<file path="src/nand_host_pkg.sv">
// Purpose: shared constants and carrier types for the nand host sequencer
// Assumes: 100 MHz sys_clk, byte-wide flash bus
// Notes: times are kept in their own units; cycle counts derive from them
package nand_host_pkg;
	localparam int CLK_MHZ = 100;
	localparam int CLK_NS = 10;
	// pin-level timing in ns
	localparam int WRITE_CYCLE_NS = 25;
	localparam int READ_CYCLE_NS = 25;
	localparam int STROBE_TO_BUSY_DELAY_NS = 100;
	localparam int ADDRESS_TO_DATA_DELAY_NS = 70;
	localparam int WE_HIGH_TO_RE_LOW_NS = 60;
	// busy maxima in us, used as watchdog limits
	localparam int ARRAY_READ_TIME_US = 25;
	localparam int CACHE_READ_BUSY_TIME_US = 25;
	localparam int PAGE_PROGRAM_TIME_US = 700;
	localparam int CACHE_PROGRAM_BUSY_TIME_US = 700;
	localparam int FEATURE_BUSY_TIME_US = 1;
	localparam int LOCKED_BLOCK_BUSY_TIME_US = 3;
	localparam int PROTECTED_OTP_BUSY_TIME_US = 30;
	localparam int DUAL_PLANE_BUSY_TIME_US = 1;
	// final cache page may need two page times
	localparam int FINAL_PAGE_PROGRAM_TIME_US = 2 * PAGE_PROGRAM_TIME_US;
	// least times round up to cycles
	localparam int WC_CYC = (WRITE_CYCLE_NS + CLK_NS - 1) / CLK_NS;
	localparam int RC_CYC = (READ_CYCLE_NS + CLK_NS - 1) / CLK_NS;
	localparam int WB_CYC = (STROBE_TO_BUSY_DELAY_NS + CLK_NS - 1) / CLK_NS;
	localparam int ADL_CYC = (ADDRESS_TO_DATA_DELAY_NS + CLK_NS - 1) / CLK_NS;
	localparam int WHR_CYC = (WE_HIGH_TO_RE_LOW_NS + CLK_NS - 1) / CLK_NS;
	localparam int HALF_WC = (WC_CYC + 1) / 2;
	localparam int PARTIAL_PROGRAM_LIMIT = 4;
	localparam int LAST_COLUMN = 2111;
	localparam int ID_BYTES = 5;
	// command codes
	localparam logic [7:0] CMD_READ_ID = 8'h90;
	localparam logic [7:0] ID_ADDR_JEDEC = 8'h00;
	localparam logic [7:0] ID_ADDR_ONFI = 8'h20;
	localparam logic [7:0] CMD_STATUS = 8'h70;
	localparam int STATUS_READY_BIT = 5;
	// flops between the ready/busy pin and the logic that reads it
	localparam int SYNC_CYC = 2;
	localparam logic [7:0] CMD_PROGRAM_CONFIRM = 8'h10;
	localparam logic [7:0] CMD_ERASE_CONFIRM = 8'hd0;
	// cycle kinds the user queues
	typedef enum logic [2:0] {
		CY_CMD = 3'b000,
		CY_ADDR = 3'b001,
		CY_WDATA = 3'b010,
		CY_RDATA = 3'b011,
		CY_WAIT = 3'b100
	} cycle_kind_t;
	typedef struct packed {
		cycle_kind_t kind;
		logic [7:0] data;
		logic [19:0] limit_us;
	} cycle_req_t;
	typedef struct packed {
		logic cle;
		logic ale;
		logic we_n;
		logic re_n;
		logic ce_n;
	} strobe_t;
endpackage

</file>
<file path="src/busy_watch.sv">
// Purpose: microsecond timer that bounds a busy wait
// Assumes: start is a one-cycle pulse, limit sampled at start
// Notes: expires one tick after limit microseconds have elapsed
`timescale 1ns/10ps
module busy_watch #(
	parameter int CYC_PER_US = nand_host_pkg::CLK_MHZ
) (
	input wire logic sys_clk, // system clock
	input wire logic rst, // sync reset, high
	input wire logic start, // begin counting
	input wire logic stop, // abandon count
	input wire logic [19:0] limit_us, // bound in microseconds
	output logic expired // level, set once limit passes
);
	logic [6:0] sub_ff;
	logic [19:0] us_ff;
	logic [19:0] lim_ff;
	logic run_ff;
	wire tick = run_ff && (sub_ff == 7'(CYC_PER_US - 1));
	// prescaler to whole microseconds
	always_ff @(posedge sys_clk) begin
		if (rst || start || stop) begin
			sub_ff <= 7'h00;
		end else if (run_ff) begin
			sub_ff <= tick ? 7'h00 : sub_ff + 7'h01;
		end
	end
	// microsecond count and latch of the bound
	always_ff @(posedge sys_clk) begin
		if (rst || stop) begin
			run_ff <= 1'b0;
			us_ff <= 20'h00000;
			lim_ff <= 20'h00000;
		end else if (start) begin
			run_ff <= 1'b1;
			us_ff <= 20'h00000;
			lim_ff <= limit_us;
		end else if (tick) begin
			us_ff <= us_ff + 20'h00001;
		end
	end
	assign expired = run_ff && (us_ff > lim_ff);
endmodule // busy_watch

</file>
<file path="src/nand_host.sv">
// Purpose: host sequencer driving an asynchronous byte-wide nand flash
// Assumes: user queues one bus cycle at a time; ready_busy_n from a pin
// Notes: busy waits are bounded by the worst case the caller supplies
`timescale 1ns/10ps
module nand_host (
	input wire logic sys_clk, // system clock, 100 MHz
	input wire logic rst, // synchronous reset, high
	input wire nand_host_pkg::cycle_req_t req, // requested bus cycle
	input wire logic req_valid, // request present
	output logic req_ready, // request taken this cycle
	output logic [7:0] rdata_ff, // byte read from the flash
	output logic rdata_valid_ff, // one-cycle pulse with rdata_ff
	output logic timeout_ff, // pulse: busy outlasted the bound
	output logic page_prog_over_ff, // level: too many partial programs
	input wire logic wp_hold_n, // user write-protect request, low protects
	output logic idle, // sequencer idle and device ready
	output nand_host_pkg::strobe_t strobes_ff, // cle, ale, we_n, re_n, ce_n
	output logic wp_n_ff, // write-protect pin, low protects
	output logic [7:0] data_lines_o, // data lines out
	output logic data_lines_oe, // data lines driven while high
	input wire logic [7:0] data_lines_i, // data lines in
	input wire logic ready_busy_n // ready/busy pin, low busy
);
	typedef enum logic [2:0] {
		ST_IDLE = 3'b000,
		ST_WLOW = 3'b001,
		ST_WHIGH = 3'b010,
		ST_RLOW = 3'b011,
		ST_RHIGH = 3'b100,
		ST_GAP = 3'b101,
		ST_BUSY = 3'b110
	} seq_state_t;
	seq_state_t state_ff, nxt_state;
	logic [7:0] cnt_ff;
	logic [7:0] nxt_cnt;
	logic rb_s1_ff, rb_s2_ff;
	logic [7:0] din_s1_ff, din_s2_ff;
	nand_host_pkg::cycle_req_t cur_ff;
	nand_host_pkg::cycle_kind_t last_kind_ff;
	logic [2:0] part_cnt_ff;
	logic wd_start, wd_expired;
	//////////////////////////////////////////////////////////////////////
	// pin synchronisers; first stage feeds only the second
	always_ff @(posedge sys_clk) begin
		rb_s1_ff <= ready_busy_n;
		rb_s2_ff <= rb_s1_ff;
		din_s1_ff <= data_lines_i;
		din_s2_ff <= din_s1_ff;
	end
	//////////////////////////////////////////////////////////////////////
	// decode of the pending request
	wire is_cmd = (req.kind == nand_host_pkg::CY_CMD);
	wire is_wait = (req.kind == nand_host_pkg::CY_WAIT);
	wire is_rd = (req.kind == nand_host_pkg::CY_RDATA);
	wire is_wdata = (req.kind == nand_host_pkg::CY_WDATA);
	// first data after address needs the address-to-data gap
	wire need_adl = is_wdata &&
		(last_kind_ff == nand_host_pkg::CY_ADDR);
	wire take = (state_ff == ST_IDLE) && req_valid;
	assign req_ready = take;
	// idle only when the pin says ready: dependent commands wait
	assign idle = (state_ff == ST_IDLE) && rb_s2_ff;
	wire gap_done = (cnt_ff == 8'h00);
	wire rb_ready = rb_s2_ff;
	assign wd_start = take && is_wait;
	//////////////////////////////////////////////////////////////////////
	// next-state decode
	always_comb begin
		nxt_state = state_ff;
		nxt_cnt = (cnt_ff == 8'h00) ? 8'h00 : cnt_ff - 8'h01;
		case (state_ff)
			ST_IDLE: begin
				if (take && is_wait) begin
					// busy started by data input has no gap of its own, so the
					// pin is ignored until it can have fallen and passed the sync
					nxt_state = ST_BUSY;
					nxt_cnt = 8'(nand_host_pkg::WB_CYC + nand_host_pkg::SYNC_CYC);
				end else if (take && is_rd) begin
					nxt_state = ST_RLOW;
					nxt_cnt = 8'(nand_host_pkg::HALF_WC - 1);
				end else if (take && need_adl) begin
					nxt_state = ST_GAP;
					nxt_cnt = 8'(nand_host_pkg::ADL_CYC - nand_host_pkg::WC_CYC);
				end else if (take) begin
					nxt_state = ST_WLOW;
					nxt_cnt = 8'(nand_host_pkg::HALF_WC - 1);
				end
			end
			ST_GAP: begin
				if (gap_done) begin
					nxt_state = (cur_ff.kind == nand_host_pkg::CY_WDATA) ? ST_WLOW : ST_IDLE;
					nxt_cnt = 8'(nand_host_pkg::HALF_WC - 1);
				end
			end
			ST_WLOW: begin
				if (gap_done) begin
					nxt_state = ST_WHIGH;
					nxt_cnt = 8'(nand_host_pkg::HALF_WC - 1);
				end
			end
			ST_WHIGH: begin
				if (gap_done && cur_ff.kind == nand_host_pkg::CY_CMD) begin
					// hold off after every command for the strobe-to-busy window
					nxt_state = ST_GAP;
					nxt_cnt = 8'(nand_host_pkg::WB_CYC);
				end else if (gap_done) begin
					nxt_state = ST_IDLE;
				end
			end
			ST_RLOW: begin
				if (gap_done) begin
					nxt_state = ST_RHIGH;
					nxt_cnt = 8'(nand_host_pkg::HALF_WC - 1);
				end
			end
			ST_RHIGH: begin
				if (gap_done) begin
					nxt_state = ST_IDLE;
				end
			end
			ST_BUSY: begin
				// leave on ready, or on the caller's worst-case bound
				if ((rb_ready && gap_done) || wd_expired) begin
					nxt_state = ST_IDLE;
				end
			end
			default: begin
				nxt_state = ST_IDLE;
			end
		endcase
	end
	//////////////////////////////////////////////////////////////////////
	// sequencer registers
	always_ff @(posedge sys_clk) begin
		if (rst) begin
			state_ff <= ST_IDLE;
			cnt_ff <= 8'h00;
			cur_ff <= '0;
			last_kind_ff <= nand_host_pkg::CY_WAIT;
		end else begin
			state_ff <= nxt_state;
			cnt_ff <= nxt_cnt;
			if (take) begin
				cur_ff <= req;
				last_kind_ff <= req.kind;
			end
		end
	end
	//////////////////////////////////////////////////////////////////////
	// pin drive from state; all outputs registered
	wire we_low = (nxt_state == ST_WLOW);
	// latch enables and data hold through the high half, past the rising strobe
	wire we_cyc = we_low || (nxt_state == ST_WHIGH);
	wire re_low = (nxt_state == ST_RLOW);
	wire cyc_cmd = (take ? is_cmd : cur_ff.kind == nand_host_pkg::CY_CMD);
	wire cyc_addr = (take ? req.kind == nand_host_pkg::CY_ADDR :
		cur_ff.kind == nand_host_pkg::CY_ADDR);
	wire [7:0] out_byte = take ? req.data : cur_ff.data;
	always_ff @(posedge sys_clk) begin
		if (rst) begin
			strobes_ff <= '{cle: 1'b0, ale: 1'b0, we_n: 1'b1, re_n: 1'b1, ce_n: 1'b1};
			data_lines_o <= 8'h00;
			data_lines_oe <= 1'b0;
		end else begin
			strobes_ff.cle <= we_cyc && cyc_cmd;
			strobes_ff.ale <= we_cyc && cyc_addr;
			strobes_ff.we_n <= !we_low;
			strobes_ff.re_n <= !re_low;
			strobes_ff.ce_n <= (nxt_state == ST_IDLE) && !req_valid;
			data_lines_o <= out_byte;
			data_lines_oe <= we_cyc;
		end
	end
	// write protect changes only while idle and ready
	always_ff @(posedge sys_clk) begin
		if (rst) begin
			wp_n_ff <= 1'b0;
		end else if (idle && !req_valid) begin
			wp_n_ff <= wp_hold_n;
		end
	end
	//////////////////////////////////////////////////////////////////////
	// read capture at the rising read strobe; id and status are plain reads
	always_ff @(posedge sys_clk) begin
		if (rst) begin
			rdata_ff <= 8'h00;
			rdata_valid_ff <= 1'b0;
		end else begin
			rdata_valid_ff <= (state_ff == ST_RHIGH) && gap_done;
			if ((state_ff == ST_RHIGH) && gap_done) begin
				rdata_ff <= din_s2_ff;
			end
		end
	end
	//////////////////////////////////////////////////////////////////////
	// busy watchdog; caller passes the worst time of the operation
	busy_watch u_watch (
		.sys_clk(sys_clk),
		.rst(rst),
		.start(wd_start),
		.stop(state_ff != ST_BUSY && !wd_start),
		.limit_us(req.limit_us),
		.expired(wd_expired)
	);
	always_ff @(posedge sys_clk) begin
		if (rst) begin
			timeout_ff <= 1'b0;
		end else begin
			timeout_ff <= (state_ff == ST_BUSY) && wd_expired && !rb_ready;
		end
	end
	//////////////////////////////////////////////////////////////////////
	// partial program guard: counts program confirms, erase clears
	wire prog_cmd = take && is_cmd && (req.data == nand_host_pkg::CMD_PROGRAM_CONFIRM);
	wire erase_cmd = take && is_cmd && (req.data == nand_host_pkg::CMD_ERASE_CONFIRM);
	always_ff @(posedge sys_clk) begin
		if (rst || erase_cmd) begin
			part_cnt_ff <= 3'h0;
		end else if (prog_cmd && part_cnt_ff != 3'h7) begin
			part_cnt_ff <= part_cnt_ff + 3'h1;
		end
	end
	always_ff @(posedge sys_clk) begin
		if (rst) begin
			page_prog_over_ff <= 1'b0;
		end else begin
			page_prog_over_ff <= (part_cnt_ff > 3'(nand_host_pkg::PARTIAL_PROGRAM_LIMIT));
		end
	end
	// column count for data input is the caller's; 2111 is the final column
	//////////////////////////////////////////////////////////////////////
	// checks
	a_busy_exit_ready: assert property (@(posedge sys_clk) disable iff (rst)
		(state_ff == ST_BUSY && rb_ready && gap_done) |=> state_ff == ST_IDLE)
		else $error("busy state did not end on ready");
	a_cmd_gap_wb: assert property (@(posedge sys_clk) disable iff (rst)
		(state_ff == ST_WHIGH && gap_done && cur_ff.kind == nand_host_pkg::CY_CMD)
		|=> state_ff == ST_GAP [*8])
		else $error("command not followed by busy gap");
	a_wp_steady: assert property (@(posedge sys_clk) disable iff (rst)
		(state_ff != ST_IDLE) |=> $stable(wp_n_ff))
		else $error("write protect moved during operation");
	a_read_pulse: assert property (@(posedge sys_clk) disable iff (rst)
		(state_ff == ST_RHIGH && gap_done) |=> rdata_valid_ff && strobes_ff.re_n)
		else $error("read byte not delivered");
	a_timeout_cause: assert property (@(posedge sys_clk) disable iff (rst)
		timeout_ff |-> $past(wd_expired) && $past(state_ff) == ST_BUSY)
		else $error("timeout without expired bound");
	a_over_limit: assert property (@(posedge sys_clk) disable iff (rst)
		page_prog_over_ff |-> $past(part_cnt_ff) > 3'h4)
		else $error("partial program flag wrong");
	a_adl_gap: assert property (@(posedge sys_clk) disable iff (rst)
		(take && need_adl) |=> state_ff == ST_GAP)
		else $error("missing address to data gap");
	a_oe_write: assert property (@(posedge sys_clk) disable iff (rst)
		!strobes_ff.we_n |-> data_lines_oe)
		else $error("write strobe without driven data");
endmodule // nand_host

</file>
<file path="config.mk">
export PLATFORM = sky130hd
export DESIGN_NAME = nand_host
export DESIGN_NICKNAME = d
export VERILOG_FILES = /design/src/nand_host_pkg.sv /design/src/busy_watch.sv /design/src/nand_host.sv
export SDC_FILE = /design/constraint.sdc
export NUM_CORES = 1
export LEC_CHECK = 0
export BUFFER_PORTS_ARGS = -buffer_cell sky130_fd_sc_hd__clkbuf_2
export CAP_MARGIN = 20
export CORE_ASPECT_RATIO = 0.7
export CORE_UTILIZATION = 45
export CTS_BUF_LIST = sky130_fd_sc_hd__clkbuf_4
export DETAILED_ROUTE_END_ITERATION = 8
export PLACE_DENSITY = 0.66
export SYNTH_ARGS = -nofsm -noshare
export SYNTH_HDL_FRONTEND = slang
export SYNTH_SLANG_ARGS = --single-unit
</file>
<file path="constraint.sdc">
create_clock -name sys_clk -period 5.4 [get_ports sys_clk]
set_input_delay 0.27 -clock sys_clk [delete_from_list [all_inputs] [get_ports sys_clk]]
set_output_delay 0.27 -clock sys_clk [all_outputs]
set_load 0.05 [all_outputs]
</file>
==> Word level (Yosys, flattened, before mapping) <==
Cells that the tools add are included.
{ "totals": {"regBits": 120, "latch_bits": 0, "ram_bits": 0, "mem_bits_ro": 0, "in_bits": 44, "output_inout_bits": 28, "elab_cells": 117, "memories": 0} }
{ "classes": {"n_addsub": 4, "n_mul": 0, "n_div": 0, "order_cmp": 2, "eq_ne": 21, "shift": 0, "muxes": 24, "bitwise": 0, "reduce_logical": 40} }
{ "ops": {"columns": ["operator", "count"], "rows": [
  ["2-to-1 mux 8 bit", 8],
  ["2-to-1 mux 3 bit", 10],
  ["case mux 8 bit (3 select lines)", 1],
  ["logical AND 1 bit", 22],
  ["equality test 3 x 2 -> 1 bit (second input constant)", 7],
  ["case mux 3 bit (7 select lines)", 1],
  ["adder 20 x 1 -> 20 bit (second input constant)", 1],
  ["> comparator 20 bit", 1],
  ["equality test 3 x 1 -> 1 bit (second input constant)", 5],
  ["equality test 3 bit (second input constant)", 4],
  ["zero test 3 bit", 4],
  ["equality test 8 x 5 -> 1 bit (second input constant)", 1],
  ["equality test 8 bit (second input constant)", 1],
  ["zero test 8 bit", 1],
  ["subtractor 8 x 1 -> 8 bit (second input constant)", 1],
  ["adder 7 x 1 -> 7 bit (second input constant)", 1],
  ["equality test 7 bit (second input constant)", 1],
  ["2-to-1 mux 7 bit", 1],
  ["logical OR 1 bit", 6],
  ["!= test 3 bit (second input constant)", 2],
  ["zero test 1 bit", 5],
  ["adder 3 x 1 -> 3 bit (second input constant)", 1],
  ["> comparator 3 bit (second input constant)", 1],
  ["2-to-1 mux 1 bit", 3],
  ["2 further kinds", 2]
]} }

==> Depth between registers and ports, before layout <==
{ "depth": {"word_depth": 10, "mapped_depth": 8, "depth_no_buf": 8} }

==> Cells and area by module <==
A second synthesis with hierarchy kept.
{ "hier_totals": {"hier_cells": 534, "hier_area_um2": 4951.0} }
{ "by_module_without_submodules": {"columns": ["module", "n_inst", "cells_each", "area_per_inst_um2", "seq_area_each_um2"], "rows": [
  ["nand_host", 1, 257, 2487.4, 1401.3],
  ["busy_watch", 1, 277, 2463.6, 960.9]
]} }

==> Worst setup path after synthesis <==
No wires, ideal clock.
{ "synth_path": {"path_kind": "flip-flop to flip-flop", "startpoint": "reg state_ff[1]", "endpoint": "reg cur_ff[20] in the netlist's numbering", "setup_time_ps": 78, "arrival_ps": 2070, "t_required_ps": 5322, "path_slack_ps": 3253, "path_stages_with_launch": 8, "path_buffers": 3, "period_less_slack_ps": 2147, "path_cell_list": "dfxtp_1 buf_6 or4b_4 buf_6 clkinv_1 buf_1 nand2_1 a21oi_1"} }
{ "synth_between": {"elab_chain_cells": 2} }
{ "synth_rtl": {"columns": ["item", "line_no", "text"], "rows": [
  ["start: declaration", "nand_host.sv:33", "seq_state_t state_ff, nxt_state;"],
  ["start signal: assignment", "nand_host.sv:141", "state_ff <= nxt_state;"],
  ["zero test 3 bit", "nand_host.sv:59", "wire take = (state_ff == ST_IDLE) && req_valid;"],
  ["logical AND 1 bit", "nand_host.sv:59", null],
  ["named net req_ready", "nand_host.sv:10", "output logic req_ready,"],
  ["end signal: assignment", "nand_host.sv:144", "cur_ff <= req;"],
  ["end: declaration", "nand_host.sv:38", "nand_host_pkg::cycle_req_t cur_ff;"]
]} }
The timed path passes the listed nets, and every way through them passes these cells.
A chain may end at the register's enable or synchronous reset.

==> Final worst setup path <==
{ "layout_path": {"startpoint": "reg state_ff[2]", "endpoint": "reg u_watch.lim_ff[4]"} }
{ "layout_between": {"elab_chain_cells": 6, "word_cells_on_any_way": 7, "classes_between": "1 x eq/ne; 6 x reduce/logical"} }
{ "layout_rtl": {"columns": ["item", "line_no", "text"], "rows": [
  ["zero test 3 bit", "nand_host.sv:59", null],
  ["logical AND 1 bit", "nand_host.sv:59", null],
  ["logical AND 1 bit", "nand_host.sv:65", "assign wd_start = take && is_wait;"],
  ["zero test 1 bit", "nand_host.sv:201", ".stop(state_ff != ST_BUSY && !wd_start),"],
  ["logical AND 1 bit", "nand_host.sv:201", null],
  ["logical OR 1 bit", "busy_watch.sv:30", "if (rst || stop) begin"],
  ["end signal: assignment", "busy_watch.sv:37", "lim_ff <= limit_us;"],
  ["end: declaration", "busy_watch.sv:17", "logic [19:0] lim_ff;"]
]} }
Parallel ways exist; a longest one is shown, timed or not.

==> results.toml <==
[setup_path]
end_kind = "register"
path_buf_inv = 1
cp_slowest_cell = "or4b_4"
worstPathCellList = "or4b_4 > clkinv_1 > nand3_1 > a21o_1 > a21oi_1"
slowest_delay_ns = 0.71
cp_top_family = "simple AND/OR/NAND/NOR gates"
criticalPathCategory = "reg2reg"
cp_data_required_time_ns = 5.85
cp_data_arrival_time_ns = 3.57
worstSetupStartpointType = "register"
crit_fanout = 22

[routing]
routed_via_density = 5.143
num_vias = 4104
drt-wirelength-per-cell_um = 13.49
drtAntennaViolNets = 0
drt_iter0_drc = 177
dr.pass1.iters = 4
drc_errors = 0
wirelength_mm = 10.76

[timing]
fin_tns_setup_ns = 0
finalHoldViolCount = 0
relSlewSlack_pct = 43.06
fin_worst_skew_ns = 0.02023
final_max_slew_viol_count = 0
fmax_mhz = 321.1
fin_crit_ns = 3.114
tightest_slew_ns = 0.8517
setup_viol = 0
fin_crit_sh_pct = 57.66
rsz0062_at_grt = "false"

[synthesis]
synthesis.instances = 547
synth_edf_count = 0
netlist.top_cell.by_area = "dfxtp_1"
ys_ff_latch = 118
yosysUniqueCellTypes = 47
ys_seq_area_share_pct = 48.36
synth.cell_area_mm2 = 0.004885
async_reset_ff_share_pct = 0
yosys-top-cells-area = "dfxtp_1 (48%), nand2_1 (7.0%), ha_1 (6.9%)"
synth.top_cell.area_share_pct = 48.36
avgSynthCellArea_um2 = 8.930
ys.flop_type = "dfxtp_1"
syn_nets = 618
yosys_warnings = 0

[clock_tree]
cts_setup_buffers = 0
cts.clk_slew.worst_paths_ns = 0.12
cts.sinks = 118
cts_buffer_depth = 2
cts_tree = "done"
cts_buffers = 17
ctsResizeCount = 0
clock_latency_ns = 0.54
htree_levels = 4
cts-root-buf = "clkbuf_4"

[floorplanning]
core_area_mm2 = 0.01043
die-area_mm2 = 0.01128
start_util_pct = 46.82
num_rows = 31
ioPinCount = 72
die_x_um = 126.5
die_h_um = 89.17

[power]
comb_power_share_pct = 25.9
sequentialPowerShare_pct = 44.0
switching_power_uw = 842.4
power_leakage_uw = 0.002404
swShare_pct = 36.81
vdd_ir_drop_max_mv = 0.2095
clockPowerShare_pct = 30.1
powerDensity_mw_per_mm2 = 381.7
p_int_uw = 1446

[layout]
fin_nets = 724
finish.utilization_pct = 57.45
drive_above_1_share_pct = 17.27
antennaDiodeCount = 0
area_growth_pct = 22.72

[grt]
grt_first_pass_wirelength_mm = 18.00
grt_pass1_vias = 4032
antenna_found_initial = 0
grt_usage_pct = 20.54
grt_overflow = 0
grt_max_degree = 46

[place]
place.gp.congestion = 0.8728
port_buffers = 71
dpl.hpwl_mm = 7.513

[status]
status = "finished clean"

[run]
maxCapViolations = 0

[min_path]
hp-class = "in2reg"
==> layout make-up <==
cell class	instances	area, um^2
multi-input combinational	379	2316
fill	898	4439
timing repair buffer	110	740.7
inverter	27	101.3
sequential	118	2362
clock buffer	17	127.6
tap	132	165.2
clock inverter	15	181.4
==> worst min-delay path, stage by stage <==
cell      delay [ns]
clkbuf_2        0.12
nand2_1         0.08
a21oi_1         0.07
==> cells in the mapped netlist, types with 12 or more instances <==
cell type and count:
xor2_1 16, clkbuf_1 19, nor3_1 14, o21ai_0 15, nand3_1 12, a21oi_1 53, inv_1 26, nand2_1 91
nor2_1 55, mux2i_1 15, ha_1 27, nand4_1 13, dfxtp_1 118
==> worst paths after layout <==
check                              endpoint                   start  depth (start not counted)  slack (ns)
min              data_lines_o[6]$_SDFF_PP0_                 req[26]                          3        0.05
max          u_watch.lim_ff[4]$_SDFFE_PP0P_  state_ff[2]$_SDFF_PP0_                          5        2.29
min reg2reg            din_s2_ff[2]$_DFF_P_    din_s1_ff[2]$_DFF_P_                          0        0.34
max reg2reg  u_watch.lim_ff[4]$_SDFFE_PP0P_  state_ff[2]$_SDFF_PP0_                          5        2.29
==> placed cells by master, fill, tap and decap left out, types with 9 or more instances in the layout <==
| master | Yosys | final |
|---|---|---|
| dfxtp_1 | 118 | 118 |
| nand2_1 | 91 | 91 |
| clkbuf_2 | 0 | 71 |
| nor2_1 | 55 | 55 |
| a21oi_1 | 53 | 53 |
| dlygate4sd3_1 | 0 | 37 |
| ha_1 | 27 | 27 |
| inv_1 | 26 | 26 |
| clkbuf_4 | 0 | 17 |
| xor2_1 | 16 | 16 |
| o21ai_0 | 15 | 15 |
| mux2i_1 | 15 | 15 |
| nor3_1 | 14 | 14 |
| nand4_1 | 13 | 13 |
| nand3_1 | 12 | 12 |
| xnor2_1 | 10 | 10 |
| or3_1 | 9 | 9 |
==> logic make-up after synthesis <==
kind of cell / share of synthesized area [%]
flip-flops: 48.36
AND/OR/NAND/NOR: 23.21
XOR/XNOR: 4.662
adder cells (fa/ha/maj): 6.916
AO/OA/AOI/OAI: 9.554
buffers and inverters: 4.226
multiplexers: 3.074
==> metal layers <==
layer	track usage, %	routed length (um)
met5	0	0
met4	7.996	175
met3	7.481	631
met2	32.75	4791
met1	25.71	5166
==> registers in the layout, summed over array words and instances (netlist names), 3 cells and up <==
name and cells:
u_watch.lim_ff 20, u_watch.us_ff 20, cur_ff 11, cnt_ff 8
data_lines_o 8, din_s1_ff 8, din_s2_ff 8, rdata_ff 8
u_watch.sub_ff 7, strobes_ff 5, part_cnt_ff 3, state_ff 3
==> per-stage QoR <==
step	setup WS (ns)	total power (uW)	hold slack (ns)	std cells	area (um^2)
2_1_floorplan	3.253	1477	0.2977	547	4885
3_3_place_gp	2.476	1586	0.3102	729	5315
3_5_place_dp	2.361	1595	0.3121	729	5315
4_1_cts	2.330	2305	0.006794	798	5995
5_1_grt	2.043	2421	0.01377	798	5995
6_report	2.286	2288	0.04908	798	5995
==> power groups by stage <==
stage	Combinational (uW)	Clock (uW)	Sequential [uW]
finish	593	688	1010
global route	658	744	1020
CTS	592	707	1010
detailed placement	570	0	1030
global placement	562	0	1020
floorplan	363	0	1110
==> timing repair <==
action                                  in CTS  in global routing
endpoints found under the setup margin       0                  0
hold buffers                                37                  0
endpoints found under the hold margin       44                  0
(Power assumes the default switching activity.)
